<file path="config.mk">
export PLATFORM = sky130hd
export DESIGN_NAME = ieb_top
export DESIGN_NICKNAME = d
export VERILOG_FILES = /design/src/core/ieb_pkg.sv /design/src/core/ieb_top.sv /design/src/core/ieb_bank_reg.sv /design/src/core/ieb_prio_mem.sv
export SDC_FILE = /design/constraint.sdc
export NUM_CORES = 1
export LEC_CHECK = 0
export BUFFER_PORTS_ARGS = -buffer_cell sky130_fd_sc_hd__clkbuf_2
export CORE_MARGIN = 10
export CORE_UTILIZATION = 63
export DETAILED_ROUTE_END_ITERATION = 10
export HOLD_SLACK_MARGIN = 0.03
export PLACE_DENSITY = 0.89
export SKIP_LAST_GASP = 1
export SLEW_MARGIN = 30
export SYNTH_ARGS = -nofsm -noshare
export SYNTH_HDL_FRONTEND = slang
export SYNTH_HIERARCHICAL = 1
export SYNTH_SLANG_ARGS = --single-unit
</file>
<file path="constraint.sdc">
create_clock -name clk -period 99 [get_ports clk]
set_clock_uncertainty 0.15 [all_clocks]
set_input_delay 4.95 -clock clk [delete_from_list [all_inputs] [get_ports clk]]
set_output_delay 4.95 -clock clk [all_outputs]
set_load 0.02 [all_outputs]
</file>
<file path="src/core/ieb_pkg.sv">
package ieb_pkg;

    // Register indices on the plain register port.
    localparam logic [3:0] ADDR_ENABLE0 = 4'h0;
    localparam logic [3:0] ADDR_ENABLE1 = 4'h1;
    localparam logic [3:0] ADDR_ENABLE2 = 4'h2;
    localparam logic [3:0] ADDR_FLAG0 = 4'h4;
    localparam logic [3:0] ADDR_FLAG1 = 4'h5;
    localparam logic [3:0] ADDR_FLAG2 = 4'h6;
    localparam logic [3:0] ADDR_PRIO_BASE = 4'h8;
    localparam logic [3:0] ADDR_STATUS = 4'hF;

    // Implemented-bit masks of the three banks.
    localparam logic [15:0] MASK0 = 16'h3_FEF;
    localparam logic [15:0] MASK1 = 16'hF_EDF;
    localparam logic [15:0] MASK2 = 16'h3_FE3;
    localparam logic [15:0] RESET_ENABLE = 16'h0000;
    localparam logic [15:0] RESET_FLAG = 16'h0000;
    localparam logic [2:0] PRIO_OFF = 3'h0;
    localparam logic [2:0] PRIO_MAX = 3'h7;

    // Position of every source in the flat 48-bit request vector.
    localparam int SRC_EXT_IRQ0 = 0;
    localparam int SRC_CAPTURE1 = 1;
    localparam int SRC_COMPARE1 = 2;
    localparam int SRC_TIMER1 = 3;
    localparam int SRC_CAPTURE2 = 5;
    localparam int SRC_COMPARE2 = 6;
    localparam int SRC_TIMER2 = 7;
    localparam int SRC_TIMER3 = 8;
    localparam int SRC_SPI1_FAULT = 9;
    localparam int SRC_SPI1_DONE = 10;
    localparam int SRC_SERIAL1_RX = 11;
    localparam int SRC_SERIAL1_TX = 12;
    localparam int SRC_ADC_DONE = 13;
    localparam int SRC_I2C1_SLAVE = 16;
    localparam int SRC_I2C1_MASTER = 17;
    localparam int SRC_COMPARATOR = 18;
    localparam int SRC_PIN_CHANGE = 19;
    localparam int SRC_EXT_IRQ1 = 20;
    localparam int SRC_CAPTURE7 = 22;
    localparam int SRC_CAPTURE8 = 23;
    localparam int SRC_COMPARE3 = 25;
    localparam int SRC_COMPARE4 = 26;
    localparam int SRC_TIMER4 = 27;
    localparam int SRC_TIMER5 = 28;
    localparam int SRC_EXT_IRQ2 = 29;
    localparam int SRC_SERIAL2_RX = 30;
    localparam int SRC_SERIAL2_TX = 31;
    localparam int SRC_SPI2_FAULT = 32;
    localparam int SRC_SPI2_EVENT = 33;
    localparam int SRC_CAPTURE3 = 37;
    localparam int SRC_CAPTURE4 = 38;
    localparam int SRC_CAPTURE5 = 39;
    localparam int SRC_CAPTURE6 = 40;
    localparam int SRC_COMPARE5 = 41;
    localparam int SRC_COMPARE6 = 42;
    localparam int SRC_COMPARE7 = 43;
    localparam int SRC_COMPARE8 = 44;
    localparam int SRC_PARALLEL = 45;

    localparam int NSRC = 48;
    localparam int PRIO_REGS = 4;

    // Register access request carried as one bundle.
    typedef struct packed {
        logic wrStb;
        logic rdStb;
        logic [3:0] addr;
        logic [15:0] wrData;
    } ieb_bus_t;

    // Bit mask of the bank that a bus index selects.
    function automatic logic [15:0] bankMask(input logic [1:0] bank);
        case (bank)
            2'd0: bankMask = MASK0;
            2'd1: bankMask = MASK1;
            2'd2: bankMask = MASK2;
            default: bankMask = 16'h0000;
        endcase
    endfunction : bankMask

endpackage : ieb_pkg

</file>
<file path="src/core/ieb_top.sv">
// Chosen here: the placing of the registers and the strobed register port.
`timescale 1ns/1ps
module ieb_top (
    input wire logic clk,
    input wire logic sys_rst,
    input wire logic [3:0] regAddr,
    input wire logic [15:0] regWrData,
    input wire logic regWrStb,
    input wire logic regRdStb,
    input wire logic [ieb_pkg::NSRC-1:0] srcReq,
    output logic [15:0] regRdData,
    output logic [ieb_pkg::NSRC-1:0] cpuReq,
    output logic cpuReqAny,
    output logic [2:0] cpuLevel
);

    ieb_pkg::ieb_bus_t bus;
    logic [15:0] en0;
    logic [15:0] en1;
    logic [15:0] en2;
    logic [15:0] flag0;
    logic [15:0] flag1;
    logic [15:0] flag2;
    logic [ieb_pkg::NSRC-1:0] enAll;
    logic [ieb_pkg::NSRC-1:0] flagAll;
    logic [ieb_pkg::NSRC-1:0] next_cpuReq;
    logic [ieb_pkg::NSRC*3-1:0] prioAll;
    logic [15:0] prioWord;
    logic [ieb_pkg::NSRC-1:0] enGate;
    logic [15:0] rdHold;
    logic [2:0] next_level;
    logic wrEn0;
    logic wrEn1;
    logic wrEn2;
    logic wrPrio;

    // One named enable per source, so each gate can be traced by name.
    logic adcDoneEn;
    logic serial1TxEn;
    logic serial1RxEn;
    logic spiPort1DoneEn;
    logic spiPort1FaultEn;
    logic timer3En;
    logic timer2En;
    logic compare2En;
    logic capture2En;
    logic timer1En;
    logic compare1En;
    logic capture1En;
    logic extIrq0En;
    logic serial2TxEn;
    logic serial2RxEn;
    logic extIrq2En;
    logic timer5En;
    logic timer4En;
    logic compare4En;
    logic compare3En;
    logic capture8En;
    logic capture7En;
    logic extIrq1En;
    logic pinChangeEn;
    logic comparatorEn;
    logic i2cPort1MasterEn;
    logic i2cPort1SlaveEn;
    logic parallelPortEn;
    logic compare8En;
    logic compare7En;
    logic compare6En;
    logic compare5En;
    logic capture6En;
    logic capture5En;
    logic capture4En;
    logic capture3En;
    logic spiPort2EventEn;
    logic spiPort2FaultEn;

    // The register request travels as one bundle.
    assign bus.wrStb = regWrStb;
    assign bus.rdStb = regRdStb;
    assign bus.addr = regAddr;
    assign bus.wrData = regWrData;

    // Write decode of the enable banks and the priority window.
    assign wrEn0 = bus.wrStb && bus.addr == ieb_pkg::ADDR_ENABLE0;
    assign wrEn1 = bus.wrStb && bus.addr == ieb_pkg::ADDR_ENABLE1;
    assign wrEn2 = bus.wrStb && bus.addr == ieb_pkg::ADDR_ENABLE2;
    assign wrPrio = bus.wrStb && bus.addr[3:2] == ieb_pkg::ADDR_PRIO_BASE[3:2];

    ieb_bank_reg #(.MASK(ieb_pkg::MASK0)) uBank0 (
        .clk(clk),
        .sys_rst(sys_rst),
        .wrEn(wrEn0),
        .wrData(bus.wrData),
        .value(en0)
    );

    ieb_bank_reg #(.MASK(ieb_pkg::MASK1)) uBank1 (
        .clk(clk),
        .sys_rst(sys_rst),
        .wrEn(wrEn1),
        .wrData(bus.wrData),
        .value(en1)
    );

    ieb_bank_reg #(.MASK(ieb_pkg::MASK2)) uBank2 (
        .clk(clk),
        .sys_rst(sys_rst),
        .wrEn(wrEn2),
        .wrData(bus.wrData),
        .value(en2)
    );

    // Priority words hold four 3-bit codes each, at bit offsets 0,4,8,12.
    // The prio window is four words; word index picks from 12 stored words
    // through the two low address bits of the window plus a page select.
    logic [1:0] prioPage;
    logic [5:0] prioIdx;

    // Page register selects which group of four words the window shows.
    always_ff @(posedge clk) begin
        if (sys_rst) begin
            prioPage <= 2'd0;
        end else if (bus.wrStb && bus.addr == ieb_pkg::ADDR_STATUS) begin
            prioPage <= bus.wrData[1:0];
        end
    end

    assign prioIdx = {2'b00, prioPage, bus.addr[1:0]};

    ieb_prio_mem uPrio (
        .clk(clk),
        .sys_rst(sys_rst),
        .wrEn(wrPrio),
        .wrIdx(prioIdx),
        .wrData({bus.wrData[14:12], bus.wrData[10:8],
                 bus.wrData[6:4], bus.wrData[2:0]}),
        .rdIdx(prioIdx),
        .rdData(),
        .allPrio(prioAll)
    );

    // sticky flags
    // A request in the clear cycle wins, so no event is lost.
    always_ff @(posedge clk) begin
        if (sys_rst) begin
            flag0 <= ieb_pkg::RESET_FLAG;
            flag1 <= ieb_pkg::RESET_FLAG;
            flag2 <= ieb_pkg::RESET_FLAG;
        end else begin
            flag0 <= (bus.addr == ieb_pkg::ADDR_FLAG0 && bus.wrStb ?
                bus.wrData : flag0) & ieb_pkg::MASK0 | srcReq[15:0]
                & ieb_pkg::MASK0;
            flag1 <= (bus.addr == ieb_pkg::ADDR_FLAG1 && bus.wrStb ?
                bus.wrData : flag1) & ieb_pkg::MASK1 | srcReq[31:16]
                & ieb_pkg::MASK1;
            flag2 <= (bus.addr == ieb_pkg::ADDR_FLAG2 && bus.wrStb ?
                bus.wrData : flag2) & ieb_pkg::MASK2 | srcReq[47:32]
                & ieb_pkg::MASK2;
        end
    end

    assign enAll = {en2, en1, en0};
    assign flagAll = {flag2, flag1, flag0};

    // Bank 0 upper half: converter, serial port 1, SPI port 1, timer 3.
    // bank 0 fields
    assign adcDoneEn = enAll[ieb_pkg::SRC_ADC_DONE];
    assign serial1TxEn = enAll[ieb_pkg::SRC_SERIAL1_TX];
    assign serial1RxEn = enAll[ieb_pkg::SRC_SERIAL1_RX];
    assign spiPort1DoneEn = enAll[ieb_pkg::SRC_SPI1_DONE];
    assign spiPort1FaultEn = enAll[ieb_pkg::SRC_SPI1_FAULT];
    assign timer3En = enAll[ieb_pkg::SRC_TIMER3];

    assign timer2En = enAll[ieb_pkg::SRC_TIMER2];
    assign compare2En = enAll[ieb_pkg::SRC_COMPARE2];
    assign capture2En = enAll[ieb_pkg::SRC_CAPTURE2];
    assign timer1En = enAll[ieb_pkg::SRC_TIMER1];
    assign compare1En = enAll[ieb_pkg::SRC_COMPARE1];
    assign capture1En = enAll[ieb_pkg::SRC_CAPTURE1];
    assign extIrq0En = enAll[ieb_pkg::SRC_EXT_IRQ0];

    assign serial2TxEn = enAll[ieb_pkg::SRC_SERIAL2_TX];
    assign serial2RxEn = enAll[ieb_pkg::SRC_SERIAL2_RX];
    assign extIrq2En = enAll[ieb_pkg::SRC_EXT_IRQ2];
    assign timer5En = enAll[ieb_pkg::SRC_TIMER5];
    assign timer4En = enAll[ieb_pkg::SRC_TIMER4];
    assign compare4En = enAll[ieb_pkg::SRC_COMPARE4];
    assign compare3En = enAll[ieb_pkg::SRC_COMPARE3];

    assign capture8En = enAll[ieb_pkg::SRC_CAPTURE8];
    assign capture7En = enAll[ieb_pkg::SRC_CAPTURE7];
    assign extIrq1En = enAll[ieb_pkg::SRC_EXT_IRQ1];
    assign pinChangeEn = enAll[ieb_pkg::SRC_PIN_CHANGE];
    assign comparatorEn = enAll[ieb_pkg::SRC_COMPARATOR];
    assign i2cPort1MasterEn = enAll[ieb_pkg::SRC_I2C1_MASTER];
    assign i2cPort1SlaveEn = enAll[ieb_pkg::SRC_I2C1_SLAVE];

    assign parallelPortEn = enAll[ieb_pkg::SRC_PARALLEL];
    assign compare8En = enAll[ieb_pkg::SRC_COMPARE8];
    assign compare7En = enAll[ieb_pkg::SRC_COMPARE7];
    assign compare6En = enAll[ieb_pkg::SRC_COMPARE6];
    assign compare5En = enAll[ieb_pkg::SRC_COMPARE5];
    assign capture6En = enAll[ieb_pkg::SRC_CAPTURE6];

    assign capture5En = enAll[ieb_pkg::SRC_CAPTURE5];
    assign capture4En = enAll[ieb_pkg::SRC_CAPTURE4];
    assign capture3En = enAll[ieb_pkg::SRC_CAPTURE3];
    assign spiPort2EventEn = enAll[ieb_pkg::SRC_SPI2_EVENT];
    assign spiPort2FaultEn = enAll[ieb_pkg::SRC_SPI2_FAULT];

    // spare gates stay closed
    // Only named sources reach the gate; a spare position is tied low
    // here as well, so a stuck spare bit can never raise a request.
    always_comb begin
        enGate = '0;
        enGate[ieb_pkg::SRC_ADC_DONE] = adcDoneEn;
        enGate[ieb_pkg::SRC_SERIAL1_TX] = serial1TxEn;
        enGate[ieb_pkg::SRC_SERIAL1_RX] = serial1RxEn;
        enGate[ieb_pkg::SRC_SPI1_DONE] = spiPort1DoneEn;
        enGate[ieb_pkg::SRC_SPI1_FAULT] = spiPort1FaultEn;
        enGate[ieb_pkg::SRC_TIMER3] = timer3En;
        enGate[ieb_pkg::SRC_TIMER2] = timer2En;
        enGate[ieb_pkg::SRC_COMPARE2] = compare2En;
        enGate[ieb_pkg::SRC_CAPTURE2] = capture2En;
        enGate[ieb_pkg::SRC_TIMER1] = timer1En;
        enGate[ieb_pkg::SRC_COMPARE1] = compare1En;
        enGate[ieb_pkg::SRC_CAPTURE1] = capture1En;
        enGate[ieb_pkg::SRC_EXT_IRQ0] = extIrq0En;
        enGate[ieb_pkg::SRC_SERIAL2_TX] = serial2TxEn;
        enGate[ieb_pkg::SRC_SERIAL2_RX] = serial2RxEn;
        enGate[ieb_pkg::SRC_EXT_IRQ2] = extIrq2En;
        enGate[ieb_pkg::SRC_TIMER5] = timer5En;
        enGate[ieb_pkg::SRC_TIMER4] = timer4En;
        enGate[ieb_pkg::SRC_COMPARE4] = compare4En;
        enGate[ieb_pkg::SRC_COMPARE3] = compare3En;
        enGate[ieb_pkg::SRC_CAPTURE8] = capture8En;
        enGate[ieb_pkg::SRC_CAPTURE7] = capture7En;
        enGate[ieb_pkg::SRC_EXT_IRQ1] = extIrq1En;
        enGate[ieb_pkg::SRC_PIN_CHANGE] = pinChangeEn;
        enGate[ieb_pkg::SRC_COMPARATOR] = comparatorEn;
        enGate[ieb_pkg::SRC_I2C1_MASTER] = i2cPort1MasterEn;
        enGate[ieb_pkg::SRC_I2C1_SLAVE] = i2cPort1SlaveEn;
        enGate[ieb_pkg::SRC_PARALLEL] = parallelPortEn;
        enGate[ieb_pkg::SRC_COMPARE8] = compare8En;
        enGate[ieb_pkg::SRC_COMPARE7] = compare7En;
        enGate[ieb_pkg::SRC_COMPARE6] = compare6En;
        enGate[ieb_pkg::SRC_COMPARE5] = compare5En;
        enGate[ieb_pkg::SRC_CAPTURE6] = capture6En;
        enGate[ieb_pkg::SRC_CAPTURE5] = capture5En;
        enGate[ieb_pkg::SRC_CAPTURE4] = capture4En;
        enGate[ieb_pkg::SRC_CAPTURE3] = capture3En;
        enGate[ieb_pkg::SRC_SPI2_EVENT] = spiPort2EventEn;
        enGate[ieb_pkg::SRC_SPI2_FAULT] = spiPort2FaultEn;
    end

    always_comb begin
        next_cpuReq = '0;
        next_level = ieb_pkg::PRIO_OFF;
        for (int i = 0; i < ieb_pkg::NSRC; i++) begin
            if (flagAll[i] && enGate[i] &&
                prioAll[i*3 +: 3] != ieb_pkg::PRIO_OFF) begin
                next_cpuReq[i] = 1'b1;
                if (prioAll[i*3 +: 3] > next_level) begin
                    next_level = prioAll[i*3 +: 3];
                end
            end
        end
    end

    // Registered request outputs toward the CPU.
    always_ff @(posedge clk) begin
        if (sys_rst) begin
            cpuReq <= '0;
            cpuReqAny <= 1'b0;
            cpuLevel <= ieb_pkg::PRIO_OFF;
        end else begin
            cpuReq <= next_cpuReq;
            cpuReqAny <= |next_cpuReq;
            cpuLevel <= next_level;
        end
    end

    // Priority word for the window, taken from the flat view so that it
    // can be registered at the strobe edge like every other register.
    // Pages past the last stored word read as zero.
    always_comb begin
        prioWord = 16'h0000;
        if (prioIdx < 6'd12) begin
            for (int k = 0; k < 4; k++) begin
                prioWord[k*4 +: 3] = prioAll[(prioIdx*4 + k)*3 +: 3];
            end
        end
    end

    // Read mux registered one cycle after the strobe.
    always_ff @(posedge clk) begin
        if (sys_rst) begin
            rdHold <= 16'h0000;
        end else if (bus.rdStb) begin
            unique case (bus.addr)
                ieb_pkg::ADDR_ENABLE0: rdHold <= en0;
                ieb_pkg::ADDR_ENABLE1: rdHold <= en1;
                ieb_pkg::ADDR_ENABLE2: rdHold <= en2;
                ieb_pkg::ADDR_FLAG0: rdHold <= flag0;
                ieb_pkg::ADDR_FLAG1: rdHold <= flag1;
                ieb_pkg::ADDR_FLAG2: rdHold <= flag2;
                ieb_pkg::ADDR_STATUS: rdHold <= {9'h000, cpuReqAny,
                    cpuLevel, 1'b0, prioPage};
                default: begin
                    rdHold <= (bus.addr[3:2] ==
                        ieb_pkg::ADDR_PRIO_BASE[3:2]) ? prioWord : 16'h0000;
                end
            endcase
        end else begin
            rdHold <= 16'h0000;
        end
    end

    // Read data leave straight from the holding register.
    assign regRdData = rdHold;

endmodule : ieb_top

</file>
<file path="src/core/ieb_bank_reg.sv">
`timescale 1ns/1ps
// One 16-bit bank with an implemented-bit mask.
module ieb_bank_reg #(
    parameter logic [15:0] MASK = 16'hFFFF
) (
    input wire logic clk,
    input wire logic sys_rst,
    input wire logic wrEn,
    input wire logic [15:0] wrData,
    output logic [15:0] value
);

    // Masked bits never store a one, so they read as zero.
    always_ff @(posedge clk) begin
        if (sys_rst) begin
            value <= ieb_pkg::RESET_ENABLE;
        end else if (wrEn) begin
            value <= wrData & MASK;
        end
    end

endmodule : ieb_bank_reg

</file>
<file path="src/core/ieb_prio_mem.sv">
`timescale 1ns/1ps
// Priority fields, four to a word, with registered read data.
module ieb_prio_mem (
    input wire logic clk,
    input wire logic sys_rst,
    input wire logic wrEn,
    input wire logic [5:0] wrIdx,
    input wire logic [11:0] wrData,
    input wire logic [5:0] rdIdx,
    output logic [11:0] rdData,
    output logic [ieb_pkg::NSRC*3-1:0] allPrio
);

    logic [11:0] mem [0:11];

    // Storage of the priority words; all codes start disabled.
    always_ff @(posedge clk) begin
        if (sys_rst) begin
            for (int i = 0; i < 12; i++) begin
                mem[i] <= 12'h000;
            end
        end else if (wrEn && wrIdx < 6'd12) begin
            mem[wrIdx[3:0]] <= wrData;
        end
    end

    // Registered read port.
    always_ff @(posedge clk) begin
        if (sys_rst) begin
            rdData <= 12'h000;
        end else begin
            rdData <= (rdIdx < 6'd12) ? mem[rdIdx[3:0]] : 12'h000;
        end
    end

    // Flat view for the request gating.
    always_comb begin
        for (int i = 0; i < 12; i++) begin
            allPrio[i*12 +: 12] = mem[i];
        end
    end

endmodule : ieb_prio_mem

</file>
; Word-level counts from Yosys, hierarchy flattened
; Memories as Yosys holds them, arrays and structs flattened.
; Index checks and enable logic that the tools add are counted.
[totals]
reg_bits = 152
ramBits = 144
word_cells = 332
mem_count = 1
[memory_table]
columns = name, words, word_bits, read_ports, rd_ports_with_merged_regs, write_ports, line_no
row1 = uPrio.mem, 12, 12, 12, 0, 12, ieb_prio_mem.sv:14  ; logic [11:0] mem [0:11];
[op_classes]
add_sub_neg = 3
multipliers = 4
magnitude_cmp = 39
eq_ne = 7
shifts = 4
mux = 131
bitwise = 4
reduce_logical = 127
[ops]
columns = op, n
row1 = $shiftx A144 B10 Y3, 3
row2 = $mux W3, 80
row3 = $shiftx A144 B9 Y3, 1
row4 = $reduce_bool A3 Y1, 38
row5 = $pmux W16 S7, 1
row6 = $gt A3 B3 Y1, 37
row7 = $logic_and A1 B1 Y1, 85
row8 = $mux W1, 44
row9 = $reduce_or A38 Y1, 1
row10 = $mux W14, 2
row11 = $or A14 B14 Y14, 2
row12 = $mul A7 B2 Y9 const B, 3
row13 = $mux W16, 1
row14 = $or A16 B16 Y16, 1
row15 = $mux W15, 1
row16 = $add A6 B2 Y7 const B, 2
row17 = $eq A4 B3 Y1 const B, 3
row18 = $mux W12, 1
row19 = $reduce_or A12 Y1, 1
row20 = $add A6 B1 Y7 const B, 1
row21 = $mul A4 B2 Y6 const B, 1
row22 = $eq A4 B1 Y1 const B, 1
row23 = $eq A4 B2 Y1 const B, 1
row24 = $eq A4 B4 Y1 const B, 1
row25 = 7 further kinds, 7

; Longest topological paths before layout
; Gate-level depths: netlist of run 1.
; An unclocked memory read counts as a cell.
[depth]
ltp_word = 115
mapped_depth = 240
ltp_nobuf = 239

; Modules after synthesis
; Netlist of run 1, hierarchy kept.
[by_module_without_submodules]
columns = mod, instances, cells_per_inst, area_per_inst_um2, seq_area_each_um2
row1 = ieb_top, 1, 1299, 10505.1, 1961.9
row2 = ieb_prio_mem, 1, 471, 7153.1, 4564.4
row3 = ieb_bank_reg (uBank1), 1, 48, 526.8, 280.3
row4 = ieb_bank_reg (uBank0), 1, 46, 500.5, 260.2
row5 = ieb_bank_reg (uBank2), 1, 41, 427.9, 220.2

; Worst setup path after synthesis of run 1
; No wires, ideal clock.
[synth_path]
path_kind = register -> register
start = reg uBank0.value[0]
end = reg cpuLevel[2]
setup_ns = 0.136
t_arrival_ns = 45.782
path_slack_ns = 52.932
path_stages_with_launch = 221
period_less_slack_ns = 46.068
cell_sequence = dfxtp_1 nand3_1 ha_1 nand3b_1 a211oi_2 nor2_1 a21oi_1 ha_1 and3b_1 o21ai_0 o211ai_1 o21ai_0 ha_1 and3_1 a211oi_1 a21oi_1 a22oi_1 inv_1 [... 185 more ...] and3_1 a21oi_1 ha_1 nor2b_1 o21ai_0 a21oi_1 nand2_1 inv_1 a211o_1 and2_1 ha_1 inv_1 a21o_1 a21oi_1 a311oi_1 nor4b_1 a31oi_1 o41ai_2
[synth_between]
elab_chain_cells = 114
[synth_lines]
columns = item, line_no
row1 = from (decl), ieb_bank_reg.sv:10  ; output logic [15:0] value
row2 = from (signal assigned), ieb_bank_reg.sv:16  ; value <= ieb_pkg::RESET_ENABLE;
row3 = from (signal assigned), ieb_bank_reg.sv:18  ; value <= wrData & MASK;
row4 = $logic_and A1 B1 Y1 * (2 in a row), ieb_top.sv:260  ; if (flagAll[i] && enGate[i] &&
row5 = $mux W3 *, ieb_top.sv:260
row6 = $gt A3 B3 Y1, ieb_top.sv:263  ; if (prioAll[i*3 +: 3] > next_level) begin
row7 = $mux W3, ieb_top.sv:263
row8 = $mux W3 *, ieb_top.sv:260
row9 = $gt A3 B3 Y1, ieb_top.sv:263
row10 = $mux W3, ieb_top.sv:263
row11 = $mux W3 *, ieb_top.sv:260
row12 = [... 97 more ...], --
row13 = $mux W3, ieb_top.sv:263
row14 = $mux W3 *, ieb_top.sv:260
row15 = $gt A3 B3 Y1, ieb_top.sv:263
row16 = $mux W3, ieb_top.sv:263
row17 = $mux W3 *, ieb_top.sv:260
row18 = $gt A3 B3 Y1, ieb_top.sv:263
row19 = $mux W3, ieb_top.sv:263
row20 = $mux W3 *, ieb_top.sv:260
row21 = to (signal assigned), ieb_top.sv:275  ; cpuLevel <= ieb_pkg::PRIO_OFF;
row22 = to (signal assigned), ieb_top.sv:279  ; cpuLevel <= next_level;
row23 = to (decl), ieb_top.sv:14  ; output logic [2:0] cpuLevel
; Mark *: on every way between the ends. The rest lies on a longest branch, timed or not.
; A chain may end at the register's enable or synchronous reset.

; Worst setup path in the final report of run 1
[layout_path]
start = reg flag0[0]
end = reg cpuLevel[2]
[layout_between]
elab_chain_cells = 114
[layout_lines]
columns = item, line_no
row1 = from (decl), ieb_top.sv:21  ; logic [15:0] flag0;
row2 = from (signal assigned), ieb_top.sv:146  ; flag0 <= ieb_pkg::RESET_FLAG;
row3 = from (signal assigned), ieb_top.sv:150  ; flag0 <= (bus.addr == ieb_pkg::ADDR_FLAG0 && bus.wrStb ?
row4 = $logic_and A1 B1 Y1 * (2 in a row), ieb_top.sv:260
row5 = $mux W3 *, ieb_top.sv:260
row6 = $gt A3 B3 Y1, ieb_top.sv:263
row7 = $mux W3, ieb_top.sv:263
row8 = $mux W3 *, ieb_top.sv:260
row9 = $gt A3 B3 Y1, ieb_top.sv:263
row10 = $mux W3, ieb_top.sv:263
row11 = $mux W3 *, ieb_top.sv:260
row12 = [... 97 more ...], --
row13 = $mux W3, ieb_top.sv:263
row14 = $mux W3 *, ieb_top.sv:260
row15 = $gt A3 B3 Y1, ieb_top.sv:263
row16 = $mux W3, ieb_top.sv:263
row17 = $mux W3 *, ieb_top.sv:260
row18 = $gt A3 B3 Y1, ieb_top.sv:263
row19 = $mux W3, ieb_top.sv:263
row20 = $mux W3 *, ieb_top.sv:260
; Marks and branches as above.

==> results of run 1 <==
==> final cells by class <==
cell class                      count  area (µm²)  area share (%)
Clock inverter                     14         141           0.726
Multi-Input combinational cell   1300        9700            49.8
Antenna cell                        1        2.50          0.0129
Tap cell                          378         473            2.43
Timing Repair Buffer              142         771            3.96
Sequential cell                   280        7050            36.2
Clock buffer                       42         878            4.51
Inverter                          121         454            2.33
==> state kept, by name, indices dropped and copies added (netlist names) <==
name and count:
regRdData 16, uBank0/value 13, uBank2/value 11, cpuLevel 3
cpuReqAny 1, uPrio/mem 144, cpuReq 38, uBank1/value 14
flag1 14, flag2 11, prioPage 2, flag0 13
==> routing by layer <==
metal	wire length (µm)	GRT usage, %	vias up
li1	-	-	6784
met1	20900	40.4	7443
met2	26600	51.4	1325
met3	8250	7.36	273
met4	4110	19.5	0
met5	0	0	-
==> report_power, final <==
part / internal, mW / leakage [nW] / switching (mW)
logic: 0.00923 / 4.85 / 0.0167
clock network: 0.0672 / 0.492 / 0.0486
registers: 0.125 / 2.61 / 0.00539
==> worst register-to-register path, delay by kind of cell (launching register included) <==
family	cells	cell delay (ps)
fa+ha+maj	37	10450
buf+inv	9	750
simple gates	69	11710
compound gates	93	28170
flops	1	490
mux	9	3270
==> placed cells by master (no fill, tap or decap), types with 13 or more instances in the layout <==
cell type and n:
a211oi_1 40, a21o_1 25, a21oi_1 93, a22oi_1 35
a31oi_1 43, and2_1 159, and3_1 38, buf_4 24
clkbuf_16 32, clkbuf_2 118, conb_1 22, dfxtp_1 136
edfxtp_1 144, ha_1 111, inv_1 120, mux2_2 17
mux2i_1 69, mux4_2 35, nand2_1 123, nand3_1 30
nand3b_1 27, nor2_1 142, nor2b_1 15, o21a_1 13
o21ai_0 31, o22ai_1 15, o311ai_0 16, o311ai_1 13
==> through the flow <==
step / cells / power [mW] / area, µm²
4_1_cts: 2277 / 0.271 / 19500
5_1_grt: 2277 / 0.279 / 19500
2_1_floorplan: 1798 / 0.147 / 17700
3_5_place_dp: 2221 / 0.157 / 18400
3_3_place_gp: 2221 / 0.156 / 18400
6_report: 2278 / 0.272 / 19500
==> final timing paths <==
kind | end | slack (ps)
max | cpuLevel[2] | 43820
min | flag2[13] | 350
max reg2reg | cpuLevel[2] | 43820
min reg2reg | flag2[13] | 350
==> metrics, run 1 <==
status finished clean; clock transition at the registers of the reported paths 60 ps; Die X 187 µm; mapped cell area 17600 µm²; H-tree depth 1; final setup fails 0; critical path depth 217; Max-Cap Viols 0; leak pwr 7.95 nW; All-Layer GR Usage 32.7%; CP Capture Type flop; Synth Area per Inst 9.91 µm²; final core utilization 70.3%; Min Hold Slack 350 ps; kind of critical path flop to flop; clock tree buffer depth 3; drt total wl 59.9 mm; DRC Markers 0; Antenna Nets Post-Route 0; Post-Syn Instances 1780; clock tree sinks 280; CP most frequent cell ha_1; CTS Hold Buffers Added 0; count of final hold-check violations 0; IO Port Bufs 119; Clock Root Buffer clkbuf_16; layout cells sized above 1 15.8%; CTS tree yes; Final min period 55180 ps; crit path DAT 55450 ps; wire per inst 26.3 µm; peak supply drop 0.0160 mV; cts repair resizes 0; first-pass GRT wire length 89.3 mm; Rows 61; Sum Neg Setup Slack 0 ps; Synth Warn # 6; largest net degree at the start of global routing 80; NumNets Final 2058; initial antenna violation count 3; pwr/cell area 14.0 nW/µm²; hold path depth 2; CP max stage delay 720 ps; unrepaired setup endpoints after global routing false; crit path launch type flop; IO Pins 140; Initial Util 63.7%; Worst R2R Start flag0[0]; number of CTS-inserted buffers 30; Worst Hold Class flop to flop; Filler Cells Inserted 1991; global placement routability congestion 0.994; maximum fanout along the worst path 8; Worst Path Required 99280 ps; die footprint 35100 µm²; worst path buffer plus inverter count 9; Die Y 187 µm; hold wc startpoint flag2[13]; first-pass iteration count of the detailed router 10; Placement Setup Slack 45150 ps; Max stage delay cell, worst path a221oi_2; CP top delay family compound AO/OA/AOI/OAI gates; post-CTS setup buffer count 0; Slew @ Worst Pin 1050 ps; DR vias 15800; dpl hpwl 43.5 mm; vias in the first global route 15100; crit share post-route 55.7%; relative slew slack 29.6%; count of pins over their slew limit 0; Max Freq 18.1 MHz; r2r worst-path depth 217; Synth-to-Final Area Change 10.4%; Via-to-Cell Ratio 6.95; starting DRC count in detailed routing 2668; Worst setup startpoint flag0[0]; area of the core 27700 µm²; post-route setup slack 43820 ps; clk_lat worst skew 570 ps; GRT overflow 0
No activity file was read; power rests on OpenSTA's default activity.
==> inputs of run 2 (changes only) <==
--- a/config.mk
+++ b/config.mk
@@ -7,10 +7,10 @@
 export LEC_CHECK = 0
 export BUFFER_PORTS_ARGS = -buffer_cell sky130_fd_sc_hd__clkbuf_2
 export CORE_MARGIN = 10
-export CORE_UTILIZATION = 63
+export CORE_UTILIZATION = 56
 export DETAILED_ROUTE_END_ITERATION = 10
 export HOLD_SLACK_MARGIN = 0.03
-export PLACE_DENSITY = 0.89
+export PLACE_DENSITY = 0.84
 export SKIP_LAST_GASP = 1
 export SLEW_MARGIN = 30
 export SYNTH_ARGS = -nofsm -noshare
==> constraint.sdc (replaced) <==
create_clock -name clk -period 44.4 [get_ports clk]
set_clock_uncertainty 0.15 [all_clocks]
set_input_delay 2.22 -clock clk [delete_from_list [all_inputs] [get_ports clk]]
set_output_delay 2.22 -clock clk [all_outputs]
set_load 0.02 [all_outputs]
==> metrics, run 2 (synthesis gave the netlist of run 1 again) <==
crit path launch type flop; CP max stage delay 430 ps (-290 ps); Sum Neg Setup Slack -14.3 ps (-14.3 ps); Worst setup startpoint uPrio/mem[0][2]; Die Y 197 µm (+5.4%); clock tree sinks 280 (unchanged); post-route cell area 22700 µm² (+17%); most common cell after layout, fill and taps aside buf_4; Worst R2R Setup Slack -10 ps (-43840 ps); IO Pins 140 (unchanged); pwr/cell area 27.8 nW/µm² (+99%); Initial Util 57.2% (-6.5 points); Min Hold Slack 354 ps (+4.22 ps); clk_lat worst skew 600 ps (+30 ps); Post-DP Area 19400 µm² (+5.1%); DRC Markers 0 (unchanged); kind of critical path flop to flop; first-pass iteration count of the detailed router 6 (-4); crit share post-route 100% (+44 points); Die X 197 µm (+5.4%); count of final hold-check violations 0 (unchanged); global placement routability congestion 0.995 (about the same); worst path buffer plus inverter count 22 (+13); initial antenna violation count 3 (unchanged); Worst Hold Class flop to flop; r2r worst-path depth 226 (+4.1%); NumNets Final 2261 (+9.9%); IO Port Bufs 119 (unchanged); Max-Cap Viols 0 (unchanged); DR vias 17200 (+8.5%); CP top delay family compound AO/OA/AOI/OAI gates; Worst R2R Start uPrio/mem[0][2]; number of CTS-inserted buffers 30 (unchanged); Final min period 44410 ps (-10760 ps); final setup fails 1 (+1); register with the highest flop count uPrio/mem; post-route setup slack -14.3 ps (-43840 ps); crit path DAT 44720 ps (-10730 ps); CTS Hold Buffers Added 0 (unchanged); capturing point of the worst reg2reg path cpuLevel[2]; peak supply drop 0.0336 mV (+110%); count of pins over their slew limit 0 (unchanged); dpl hpwl 45.2 mm (+3.9%); leak pwr 9.23 nW (+16%); die footprint 39000 µm² (+11%); Clock Root Buffer clkbuf_16; Rows 64 (+4.9%); relative slew slack 14.9% (-15 points); wire per inst 27.5 µm (+4.6%); layout cells sized above 1 35.4% (+20 points); maximum fanout along the worst path 7 (-1); Via-to-Cell Ratio 6.86 (-1.2%); Antenna Nets Post-Route 0 (unchanged); clock transition at the registers of the reported paths 70 ps (about the same); area of the core 30800 µm² (+11%); drt total wl 68.7 mm (+15%); most frequent cells in the layout 222 x buf_4, 154 x and2_1, 144 x edfxtp_1; CTS tree yes; Worst Path Required 44710 ps (-54570 ps); clock tree buffer depth 3 (unchanged); max FFs per register 144 (unchanged); final core utilization 73.8% (+3.5 points); hold path depth 2 (unchanged); Synth-to-Final Area Change 28.9%; Max Freq 22.5 MHz (+24%); GRT overflow 0 (unchanged); starting DRC count in detailed routing 2625 (-1.6%); largest net degree at the start of global routing 70 (-13%); failing checks setup timing; vias in the first global route 15900 (+5.7%); Slew @ Worst Pin 1260 ps (+204 ps); first-pass GRT wire length 92.5 mm (+3.6%); H-tree depth 1 (unchanged); unrepaired setup endpoints after global routing true; critical path depth 226 (+4.1%); CP most frequent cell nand3b_1; status finished, violations left; Max stage delay cell, worst path edfxtp_1; All-Layer GR Usage 30.8% (-1.9 points); Worst Setup EP cpuLevel[2]; CP Capture Type flop
run 2: tightest hold or removal path, cell delays in order, from the launching register on:
cell     delay [ps]
dfxtp_1         320
nand2_1          60
a31oi_1          70
run 2: repair_timing:
item / CTS / global route
setup buffers: 11 / 80
endpoints found under the setup margin: 3 / 3
pin swaps: 18 / 176
gates resized for setup: 43 / 290
run 2: cell type report:
| class | count | area [µm²] |
|---|---|---|
| sequential | 280 | 7050 |
| clock buffer | 45 | 925 |
| multi-input combinational | 1300 | 11400 |
| timing repair buffer | 345 | 2310 |
| clock inverter | 11 | 116 |
| fill | 1907 | 8090 |
| inverter | 121 | 457 |
| antenna | 3 | 7.51 |
| tap | 396 | 495 |
run 2: power by group:
part	total [mW]	switching (mW)	internal (mW)
clock	0.264	0.113	0.151
combinational	0.0766	0.0457	0.0309
sequential	0.292	0.0131	0.279
run 2: per-stage QoR:
step           setup WS [ps]  power, mW  std cells
6_report               -14.3      0.633       2501
3_5_place_dp           -1440      0.354       2353
4_1_cts                 2.69      0.612       2420
3_3_place_gp           -33.0      0.351       2353
2_1_floorplan           74.0      0.328       1798
5_1_grt                -1800      0.645       2498
run 2: layer usage:
layer / wire [µm] / vias up / global-route usage (%)
met3: 9240 / 387 / 8.01
met2: 31000 / 1500 / 48.5
met1: 23100 / 8102 / 37.0
met4: 5420 / 0 / 19.4
li1: - / 7179 / -
met5: 0 / - / 0
run 2: worst min-delay path by stage:
stage,startpoint,to,slack [ps]
after CTS,flag2[13],flag2[13],350
after global placement,flag2[13],flag2[13],340
after floorplan,flag2[8],flag2[8],310
final,flag2[10],flag2[10],350
after global routing,flag2[13],flag2[13],380
after detailed placement,flag2[13],flag2[13],340
